`config.mk`:
```
export PLATFORM = sky130hd
export DESIGN_NAME = mpo_top
export DESIGN_NICKNAME = d
export VERILOG_FILES = /design/src/rtl/mpo_pkg.sv /design/src/rtl/mpo_top.sv
export VERILOG_INCLUDE_DIRS = /design/src /design/src/rtl
export SDC_FILE = /design/constraint.sdc
export NUM_CORES = 1
export LEC_CHECK = 0
export ABC_AREA = 1
export BUFFER_PORTS_ARGS = -buffer_cell sky130_fd_sc_hd__buf_4
export CAP_MARGIN = 20
export CELL_PAD_IN_SITES_DETAIL_PLACEMENT = 1
export CELL_PAD_IN_SITES_GLOBAL_PLACEMENT = 2
export CORE_ASPECT_RATIO = 0.8
export CORE_MARGIN = 2
export CORE_UTILIZATION = 30
export CTS_CLUSTER_DIAMETER = 50
export DETAILED_ROUTE_END_ITERATION = 10
export PLACE_DENSITY_LB_ADDON = 0.2
export SETUP_SLACK_MARGIN = 0.4
export SLEW_MARGIN = 20
export SYNTH_ARGS = -nofsm -noshare
export SYNTH_HDL_FRONTEND = slang
export SYNTH_SLANG_ARGS = --single-unit
```
`constraint.sdc`:
```
create_clock -name clk -period 3.1 [get_ports clk]
set_input_delay 0.31 -clock clk [delete_from_list [all_inputs] [get_ports clk]]
set_output_delay 0.31 -clock clk [all_outputs]
set_load 0.01 [all_outputs]
```
`src/rtl/mpo_defs.svh`:
```
// Purpose: Offsets, field positions, reset values and codes for the
//          motor phase output configuration block.
// Assumes: Avalon-MM word addressing, one 32-bit word per register.
// Notes:   All constants are macros; types live in the package.
//
// Summary of operation
// - Threshold code 00,01,10,11 selects 0.2V, 0.6V, 1.2V, 2.5V reference.
// - Edge-select bit: 0 detects falling zero crossing, 1 detects rising.
// - Hardware demag events pass only while hardware demag enable is set.
// - Software demag events pass only while software demag enable is set.
// - After D: low mode 00 even, 01 odd, 11 all, 10 alternate, or no PWM in voltage sensorless mode with upper clear.
// - Current sensorless C-D: upper clear even, set odd; sensor unused.
// - Of the mode bits only the upper is shadowed; low mode bits act on write.
// - Edge, demag enables, upper mode, input, channels wait for C.
// - Input select 00 input A, 01 input B, 10 input C, 11 unused.
// - Channel bits apply at next C, or on write with direct access.
// - Channel bit 0 is switch off, no PWM; 1 is active, PWM allowed.
// - Both registers read/write and reset to zero.
// - Pin level: polarity 0 gives 1 off/0 on; polarity 1 inverts that.
// - Direct access: all shadows load when phase state register is written.
// - Reads of shadowed registers give working, not pending, values.
`ifndef MPO_DEFS_SVH
`define MPO_DEFS_SVH

// Register word offsets
`define MPO_ADDR_CTRL 2'h0
`define MPO_ADDR_PHASE 2'h1
`define MPO_ADDR_MISC 2'h2
`define MPO_ADDR_POL 2'h3

// Reset values
`define MPO_CTRL_RESET 8'h00
`define MPO_PHASE_RESET 8'h00
`define MPO_MISC_RESET 8'h00
`define MPO_POL_RESET 6'h00

// Misc register field positions (sensor mode, current mode, direct access)
`define MPO_MISC_SENSOR_BIT 0
`define MPO_MISC_CURRENT_BIT 1
`define MPO_MISC_DIRECT_BIT 2

// Comparator input select codes
`define MPO_IN_A 2'h0
`define MPO_IN_B 2'h1
`define MPO_IN_C 2'h2

// Low PWM mode codes
`define MPO_PWM_EVEN 2'h0
`define MPO_PWM_ODD 2'h1
`define MPO_PWM_ALT 2'h2
`define MPO_PWM_ALL 2'h3

// Threshold in millivolts per code
`define MPO_VREF_0 12'h0C8
`define MPO_VREF_1 12'h258
`define MPO_VREF_2 12'h4B0
`define MPO_VREF_3 12'h9C4

`endif

```
`src/rtl/mpo_pkg.sv`:
```
// Purpose: Types for the motor phase output configuration block.
// Assumes: Field layout macros come from mpo_defs.svh.
// Notes:   Struct field order matches register bit order.
`default_nettype none
package mpo_pkg;

   // Control register layout, bit 7 down to bit 0
   typedef struct packed {
      logic [1:0] sense_threshold_sel;
      logic zero_cross_edge_sel;
      logic hw_demag_enable;
      logic sw_demag_enable;
      logic pwm_mode_upper;
      logic [1:0] pwm_mode_low;
   } mpo_ctrl_type;

   // Phase state register layout
   typedef struct packed {
      logic [1:0] comparator_input_sel;
      logic [5:0] channel_on_bits;
   } mpo_phase_type;

   // PWM pattern chosen for one step interval
   typedef enum logic [2:0] {
      MPO_PWM_NONE = 3'b000,
      MPO_PWM_EVEN_CH = 3'b001,
      MPO_PWM_ODD_CH = 3'b010,
      MPO_PWM_ALT_CH = 3'b011,
      MPO_PWM_ALL_CH = 3'b100,
      MPO_PWM_CONT = 3'b101
   } mpo_pwm_type;

endpackage : mpo_pkg
`default_nettype wire

```
`src/rtl/mpo_top.sv`:
```
// Purpose: Control and phase state registers with commutation shadowing,
//          comparator routing, demag gating and output pin levels.
// Assumes: Avalon-MM slave, 2-bit word address, 32-bit data.
// Notes:   Sense pins and comparator output are synchronised here.
//
// Chosen here: the Avalon-MM register port and the address map.
`timescale 1ns/1ps
`default_nettype none
`include "mpo_defs.svh"

module mpo_top
(
   // Clock, reset, enable
   input wire logic clk,
   input wire logic reset_n,
   input wire logic clk_en,
   // Avalon-MM slave
   input wire logic [1:0] avs_address,
   input wire logic avs_read,
   input wire logic avs_write,
   input wire logic [31:0] avs_writedata,
   input wire logic [3:0] avs_byteenable,
   output logic [31:0] avs_readdata,
   output logic avs_waitrequest,
   // Commutation and demag events from the step logic
   input wire logic comm_event,
   input wire logic hw_demag_raw,
   input wire logic sw_demag_raw,
   input wire logic after_d,
   input wire logic pwm_in,
   // Comparator pins
   input wire logic sense_input_a,
   input wire logic sense_input_b,
   input wire logic sense_input_c,
   input wire logic comp_out,
   // Comparator control
   output logic [2:0] comp_mux_sel,
   output logic [11:0] vref_mv,
   // Events out
   output logic zero_cross_evt,
   output logic hw_demag_evt,
   output logic sw_demag_evt,
   // Channel outputs
   output logic [5:0] channel_out,
   output logic [5:0] channel_pwm_en
);

   ////////////////////////////////////////////////////////////////////////
   // Registers
   mpo_pkg::mpo_ctrl_type ctrl_work_r;
   mpo_pkg::mpo_ctrl_type ctrl_pend_r;
   mpo_pkg::mpo_phase_type phase_work_r;
   mpo_pkg::mpo_phase_type phase_pend_r;
   logic [7:0] misc_r;
   logic [5:0] channel_polarity_bits;
   logic [5:0] pol_r;
   logic ack_r;
   logic [2:0] sense_s1_r, sense_s2_r;
   logic comp_s1_r, comp_s2_r, comp_d_r;
   logic [5:0] chan_nxt;
   logic sensor_mode_sel, voltage_current_sel, direct_access;
   logic wr_ctrl, wr_phase, wr_misc, wr_pol, load_all, in_used;
   logic sensed_rise, sensed_fall, zc_hit;
   mpo_pkg::mpo_pwm_type pwm_sel;
   logic [5:0] pwm_mask;

   assign sensor_mode_sel = misc_r[`MPO_MISC_SENSOR_BIT];
   assign voltage_current_sel = misc_r[`MPO_MISC_CURRENT_BIT];
   assign direct_access = misc_r[`MPO_MISC_DIRECT_BIT];
   assign channel_polarity_bits = pol_r;

   ////////////////////////////////////////////////////////////////////////
   // Bus access: one wait cycle, answer on the second edge
   // Held while frozen, so no access completes without landing
   assign avs_waitrequest = (avs_read | avs_write) & (~ack_r | ~clk_en);
   assign wr_ctrl = avs_write & ack_r & avs_byteenable[0]
      & (avs_address == `MPO_ADDR_CTRL);
   assign wr_phase = avs_write & ack_r & avs_byteenable[0]
      & (avs_address == `MPO_ADDR_PHASE);
   assign wr_misc = avs_write & ack_r & avs_byteenable[0]
      & (avs_address == `MPO_ADDR_MISC);
   assign wr_pol = avs_write & ack_r & avs_byteenable[0]
      & (avs_address == `MPO_ADDR_POL);
   // Shadows load on C, or on a phase write under direct access
   assign load_all = comm_event | (wr_phase & direct_access);

   // Acknowledge toggles so each request takes exactly two edges
   always_ff @(posedge clk or negedge reset_n)
   begin
      if (!reset_n)
         ack_r <= 1'b0;
      else if (clk_en)
         ack_r <= (avs_read | avs_write) & ~ack_r;
   end

   // Read data: working values only, pending shadows stay hidden
   always_ff @(posedge clk or negedge reset_n)
   begin
      if (!reset_n)
         avs_readdata <= 32'h0000_0000;
      else if (clk_en && avs_read && !ack_r)
      begin
         if (avs_address == `MPO_ADDR_CTRL)
            avs_readdata <= {24'h00_0000, ctrl_work_r};
         else if (avs_address == `MPO_ADDR_PHASE)
            avs_readdata <= {24'h00_0000, phase_work_r};
         else if (avs_address == `MPO_ADDR_MISC)
            avs_readdata <= {24'h00_0000, misc_r};
         else
            avs_readdata <= {26'h000_0000, pol_r};
      end
   end

   ////////////////////////////////////////////////////////////////////////
   // Control register: threshold and low mode act on write
   always_ff @(posedge clk or negedge reset_n)
   begin
      if (!reset_n)
      begin
         ctrl_work_r <= `MPO_CTRL_RESET;
         ctrl_pend_r <= `MPO_CTRL_RESET;
      end
      else if (clk_en)
      begin
         if (wr_ctrl)
            ctrl_pend_r <= avs_writedata[7:0];
         if (load_all)
         begin
            ctrl_work_r.zero_cross_edge_sel <= ctrl_pend_r.zero_cross_edge_sel;
            ctrl_work_r.hw_demag_enable <= ctrl_pend_r.hw_demag_enable;
            ctrl_work_r.sw_demag_enable <= ctrl_pend_r.sw_demag_enable;
            ctrl_work_r.pwm_mode_upper <= ctrl_pend_r.pwm_mode_upper;
         end
         if (wr_ctrl)
         begin
            ctrl_work_r.sense_threshold_sel <= avs_writedata[7:6];
            ctrl_work_r.pwm_mode_low <= avs_writedata[1:0];
         end
      end
   end

   // Phase state register: shadowed, written value pending until load
   always_ff @(posedge clk or negedge reset_n)
   begin
      if (!reset_n)
      begin
         phase_work_r <= `MPO_PHASE_RESET;
         phase_pend_r <= `MPO_PHASE_RESET;
      end
      else if (clk_en)
      begin
         if (wr_phase)
            phase_pend_r <= avs_writedata[7:0];
         if (wr_phase && direct_access)
            phase_work_r <= avs_writedata[7:0];
         else if (comm_event)
            phase_work_r <= phase_pend_r;
      end
   end

   // Mode bits and polarity, plain registers
   always_ff @(posedge clk or negedge reset_n)
   begin
      if (!reset_n)
      begin
         misc_r <= `MPO_MISC_RESET;
         pol_r <= `MPO_POL_RESET;
      end
      else if (clk_en)
      begin
         if (wr_misc)
            misc_r <= avs_writedata[7:0];
         if (wr_pol)
            pol_r <= avs_writedata[5:0];
      end
   end

   ////////////////////////////////////////////////////////////////////////
   // Pin synchronisers; first stage feeds only the second
   always_ff @(posedge clk or negedge reset_n)
   begin
      if (!reset_n)
      begin
         sense_s1_r <= 3'h0;
         sense_s2_r <= 3'h0;
         comp_s1_r <= 1'b0;
         comp_s2_r <= 1'b0;
         comp_d_r <= 1'b0;
      end
      else if (clk_en)
      begin
         sense_s1_r <= {sense_input_c, sense_input_b, sense_input_a};
         sense_s2_r <= sense_s1_r;
         comp_s1_r <= comp_out;
         comp_s2_r <= comp_s1_r;
         comp_d_r <= comp_s2_r;
      end
   end

   // Threshold code to reference level
   always_comb
   begin
      case (ctrl_work_r.sense_threshold_sel)
         2'h0: vref_mv = `MPO_VREF_0;
         2'h1: vref_mv = `MPO_VREF_1;
         2'h2: vref_mv = `MPO_VREF_2;
         default: vref_mv = `MPO_VREF_3;
      endcase
   end

   // One-hot comparator mux; code 11 leaves it open
   always_comb
   begin
      case (phase_work_r.comparator_input_sel)
         `MPO_IN_A: comp_mux_sel = 3'b001;
         `MPO_IN_B: comp_mux_sel = 3'b010;
         `MPO_IN_C: comp_mux_sel = 3'b100;
         default: comp_mux_sel = 3'b000;
      endcase
   end
   assign in_used = |comp_mux_sel;

   // Edge detection and event gating
   assign sensed_rise = comp_s2_r & ~comp_d_r;
   assign sensed_fall = ~comp_s2_r & comp_d_r;
   assign zc_hit = ctrl_work_r.zero_cross_edge_sel ? sensed_rise
      : sensed_fall;
   assign zero_cross_evt = in_used & zc_hit;
   assign hw_demag_evt = in_used & hw_demag_raw
      & ctrl_work_r.hw_demag_enable;
   assign sw_demag_evt = in_used & sw_demag_raw
      & ctrl_work_r.sw_demag_enable;

   ////////////////////////////////////////////////////////////////////////
   // PWM pattern selection for the current step interval
   always_comb
   begin
      pwm_sel = mpo_pkg::MPO_PWM_NONE;
      if (after_d || sensor_mode_sel)
      begin
         case (ctrl_work_r.pwm_mode_low)
            `MPO_PWM_EVEN: pwm_sel = mpo_pkg::MPO_PWM_EVEN_CH;
            `MPO_PWM_ODD: pwm_sel = mpo_pkg::MPO_PWM_ODD_CH;
            `MPO_PWM_ALL: pwm_sel = mpo_pkg::MPO_PWM_ALL_CH;
            default:
               if (!voltage_current_sel && !sensor_mode_sel
                   && !ctrl_work_r.pwm_mode_upper)
                  pwm_sel = mpo_pkg::MPO_PWM_CONT;
               else
                  pwm_sel = mpo_pkg::MPO_PWM_ALT_CH;
         endcase
      end
      else if (voltage_current_sel)
         pwm_sel = ctrl_work_r.pwm_mode_upper ? mpo_pkg::MPO_PWM_ODD_CH
            : mpo_pkg::MPO_PWM_EVEN_CH;
      else if (ctrl_work_r.pwm_mode_upper)
         pwm_sel = mpo_pkg::MPO_PWM_ALT_CH;
      else
      begin
         case (ctrl_work_r.pwm_mode_low)
            `MPO_PWM_EVEN: pwm_sel = mpo_pkg::MPO_PWM_EVEN_CH;
            `MPO_PWM_ODD: pwm_sel = mpo_pkg::MPO_PWM_ODD_CH;
            `MPO_PWM_ALL: pwm_sel = mpo_pkg::MPO_PWM_ALL_CH;
            default: pwm_sel = mpo_pkg::MPO_PWM_CONT;
         endcase
      end
   end

   // Channel mask: even channels are 0,2,4; alternate follows comm_event
   always_comb
   begin
      case (pwm_sel)
         mpo_pkg::MPO_PWM_EVEN_CH: pwm_mask = 6'h15;
         mpo_pkg::MPO_PWM_ODD_CH: pwm_mask = 6'h2A;
         mpo_pkg::MPO_PWM_ALT_CH: pwm_mask = comm_event ? 6'h15 : 6'h2A;
         mpo_pkg::MPO_PWM_ALL_CH: pwm_mask = 6'h3F;
         default: pwm_mask = 6'h00;
      endcase
   end

   // Direct access outputs plain levels, no PWM
   assign chan_nxt = phase_work_r.channel_on_bits
      & ~(pwm_mask & {6{~direct_access & ~pwm_in}});

   // Output pins from flops, polarity applied per channel
   genvar gi;
   generate
      for (gi = 0; gi < 6; gi = gi + 1)
      begin : g_chan
         always_ff @(posedge clk or negedge reset_n)
         begin
            if (!reset_n)
            begin
               channel_out[gi] <= 1'b1;
               channel_pwm_en[gi] <= 1'b0;
            end
            else if (clk_en)
            begin
               channel_out[gi] <= ~(chan_nxt[gi]
                  ^ channel_polarity_bits[gi]);
               channel_pwm_en[gi] <= phase_work_r.channel_on_bits[gi]
                  & pwm_mask[gi] & ~direct_access;
            end
         end
      end
   endgenerate
endmodule : mpo_top
`default_nettype wire

```
==> results by stage <==
Run status:
- The run finished with clean final reports.

Clocking:
- Counting every sink on the clock net gives between 60 and 70.
- The master cell of the clock root buffer is sky130_fd_sc_hd__clkbuf_16.
- The clock passes through at most 2 buffers.
- The total of cells resized after clock tree synthesis is 0.
- The number of buffers added by the clock tree synthesis step is 9.
- The number of post-CTS setup repair buffers is 0.
- TritonCTS built the clock tree.
- The clock tree synthesis step divided the H-tree into 3 levels.
- The number of buffers inserted for hold repair after clock tree synthesis is 0.
- For the worst-skew pair, the clock arrives at the later sink with an insertion delay of between 0.3 and 0.4 ns.
- After clock tree synthesis, the clock-pin slew on the worst setup and hold paths is about 0.06 ns.

Logic synthesis:
- The number of enable-type register cells in the synthesized netlist is 0.
- The prevailing post-synth register cell is sky130_fd_sc_hd__dfrtp_1.
- Counting flops and latches in the post-synthesis netlist gives 66.
- The count of yosys warnings during synthesis is 0.
- A synthesized cell averages just over 8 sq um.
- After synthesis, the share of flip-flops with an asynchronous set or reset is 1.00.
- The number of distinct standard cells referenced by the synthesized netlist is 30.
- The number of instances in the synthesized netlist is between 400 and 500.
- The mapped netlist covers about 3400 sq um.
- For this run, the register share of the synthesized area comes to 0.487.

Floorplanning:
- The I/O pin count is ~120.
- The initialized floorplan defines 34 standard-cell rows.
- The floorplan die height is ~99 um.
- The die area is 12200 sq um.
- In this run the horizontal extent of the chip is roughly 120 um.
- The initial utilization of the core area, before any placement, comes to 0.310.
- In this run the standard cell core region covers approximately 11000 sq um.

Drt:
- The count of nets left with antenna violations after detail routing is 0.
- The number of design rule violations left after detail routing is 0.
- The ratio of routed vias to standard cells is 4.69.
- For this run, the detailed router's first-pass iteration total came to 4.
- For this block, the initial DRC count from the detailed router was 176.
- Detailed routing inserted a total of slightly below 3000 vias.
- Dividing the detail-routed wire length by the instance count gives 16.1 um.
- The aggregate routed wire length is about 10 mm.

STA:
- Hold is met by around 0.074 ns.
- The max-slew violation count is 0.
- The final setup violation count is 0.
- On the final layout, the worst clock skew is between 0.007 and 0.008 ns.
- The worst pin sits at a relative slew slack of 0.422.
- The final-layout setup total negative slack is 0 ns.
- The clock period could shrink to 1.76 ns.
- Static timing analysis puts the maximum clock frequency at between 500 and 600 MHz.
- After layout, the worst setup slack is between 1 and 1.5 ns.
- In the finished design, the share of the clock period the worst path needs comes to 0.569.
- The slew at the pin with the worst max-slew slack is 0.867 ns.
- Setup repair after global routing left no endpoint under its margin.
- The final hold violation count came to 0.

Setup path:
- The delay of the slowest critical-path stage is roughly 0.46 ns.
- By startpoint and endpoint, the worst setup path is classified as reg2reg.
- The signal on the critical path passes through nor2_4 -> nand3_1 -> nand2_1 -> nand3_1 -> nand2_1 -> nand3_1 -> nand2_1 -> nand2_1 -> nand3_1 -> nand2_1.
- The number of buffer and inverter instances along the worst setup path is 0.
- The worst setup path is launched from a register.
- For the worst setup path, the data arrival time is between 2 and 2.5 ns.
- Along the worst path, the maximum fanout reaches 7.
- The cell family contributing the most delay on the critical path is simple AND/OR/NAND/NOR gates.
- The most numerous cell on the critical path is sky130_fd_sc_hd__nand2_1.
- At the worst endpoint, the required time is 3.37 ns.
- The worst setup path is captured at a register.
- The worst-path cell with the longest stage delay is sky130_fd_sc_hd__dfrtp_1.

Place:
- In this run the tool buffered the top-level ports with 58 buffer cells.
- Routability-driven placement finished with a final weighted congestion of 0.781.
- The worst setup slack after placement is ~1.2 ns.
- After legalization and detailed placement, the total HPWL measured between 7 and 8 mm.
- After detailed placement, the total cell area comes to roughly 3800 sq um.

Cells and area:
- With fillers left out, the area of the finished cells amounts to around 4200 sq um.
- Leaving out fill and tap cells, the most frequent cell in the layout is sky130_fd_sc_hd__nand2_1.
- 0 antenna diodes ended up in the layout.
- Of the cells placed in the final design, the portion with a size suffix greater than 1 is 0.191.
- The number of nets at the end of the flow is around 530.
- Leaving out fill and tap cells, the most frequent cells in the layout are 128 x sky130_fd_sc_hd__nand2_1, 60 x sky130_fd_sc_hd__dfrtp_1, 58 x sky130_fd_sc_hd__buf_4, 55 x sky130_fd_sc_hd__o21ai_0, 34 x sky130_fd_sc_hd__inv_1.
- The synthesis-to-layout area growth is 23.5%.

Pwr:
- The power density normalized to cell area is ~750 nW/um^2.
- Across the VDD grid, the largest voltage drop is roughly 340 uV.
- In this run the static leakage power is about 2.1 nW.

GRT:
- The first global-routing pass estimated 16.0 mm of wire.
- The initial antenna violation count came to 0.
- The remaining global-route overflow is 0.
- The number of global-route vias before repair is around 2900.
- The overall global routing resource usage is 0.174.
- Entering global routing, the biggest net connects 67 pins.

Job:
- The max-capacitance violation count is 0.

Min path:
- The class of the tightest hold or removal check is in2async.
power breakdown:
group | internal, mW | leakage, nW | switching [mW] | total [mW]
Combinational | 0.293 | 1.06 | 0.404 | 0.697
Sequential | 1.05 | 0.849 | 0.162 | 1.21
Clock | 0.866 | 0.176 | 0.391 | 1.26
synth_stat cells, types with 2 or more instances:
library cell	instances	area, sq um
sky130_fd_sc_hd__a21oi_1	7	35.0
sky130_fd_sc_hd__a221oi_1	2	17.5
sky130_fd_sc_hd__a31oi_1	3	18.8
sky130_fd_sc_hd__buf_2	3	15.0
sky130_fd_sc_hd__buf_4	30	225
sky130_fd_sc_hd__buf_6	2	22.5
sky130_fd_sc_hd__clkbuf_1	3	11.3
sky130_fd_sc_hd__dfrtp_1	60	1500
sky130_fd_sc_hd__dfstp_2	6	158
sky130_fd_sc_hd__ha_1	6	75.1
sky130_fd_sc_hd__inv_1	34	128
sky130_fd_sc_hd__inv_2	2	7.51
sky130_fd_sc_hd__nand2_1	128	480
sky130_fd_sc_hd__nand3_1	25	125
sky130_fd_sc_hd__nand3b_1	3	22.5
sky130_fd_sc_hd__nor2_1	20	75.1
sky130_fd_sc_hd__nor2_4	3	33.8
sky130_fd_sc_hd__o211ai_1	8	60.1
sky130_fd_sc_hd__o21ai_0	55	275
sky130_fd_sc_hd__o21ai_1	3	15.0
sky130_fd_sc_hd__o221ai_1	3	26.3
stage by stage:
| step | total power, mW | utilization | cells |
|---|---|---|---|
| 3_5_place_dp | 1.93 | 0.350 | 604 |
| 6_report | 3.17 | 0.383 | 620 |
| 4_1_cts | 3.21 | 0.383 | 620 |
| 5_1_grt | 3.36 | 0.383 | 620 |
| 3_3_place_gp | 1.90 | 0.350 | 604 |
| 2_1_floorplan | 1.61 | - | 440 |
per-layer routing:
layer	routed length, um	track usage
met1	5060	0.261
met2	4330	0.242
met3	461	0.0442
met4	153	0.0594
met5	0	0
sequential cells by signal, summed over array words and instances (netlist names):
name                   cells
ack_r                      1
avs_readdata               8
channel_out                6
channel_polarity_bits      6
channel_pwm_en             6
comp_d_r                   1
comp_s1_r                  1
comp_s2_r                  1
ctrl_pend_r                4
ctrl_work_r                8
misc_r                     8
phase_pend_r               8
phase_work_r               8
path summary, 6_finish.rpt:
path                                start                end  slack, ns  cells after the start
max in group asynchronous         reset_n  channel_pwm_en[2]       2.45                      1
min in group clk                 comp_out          comp_s1_r       0.18                      3
min                               reset_n    phase_work_r[6]       0.07                      1
min reg2reg                channel_out[1]     channel_out[1]       0.47                      2
max                             misc_r[0]     channel_out[4]       1.34                     10
max reg2reg                     misc_r[0]     channel_out[4]       1.34                     10
kinds of logic (layout without fill, tap and decap cells):
| family | after synthesis | count (layout) | share of synthesized area |
|---|---|---|---|
| simple gates | 184 | 184 | 0.231 |
| compound gates | 82 | 82 | 0.136 |
| buf+inv | 76 | 112 | 0.123 |
| flops | 66 | 66 | 0.487 |
| fa+ha+maj | 6 | 6 | 0.0220 |
| other cells | 1 | 26 | 0.00110 |
area by class of cell:
class / count / area [sq um]
repair buffers: 58 / 435
well taps: 144 / 180
fillers: 1306 / 6770
multi-input cells: 298 / 1420
clock buffers: 9 / 225
clock inverters: 7 / 141
inverters: 38 / 145
flip-flops and latches: 66 / 1660
Power figures use the tool's default switching activity.
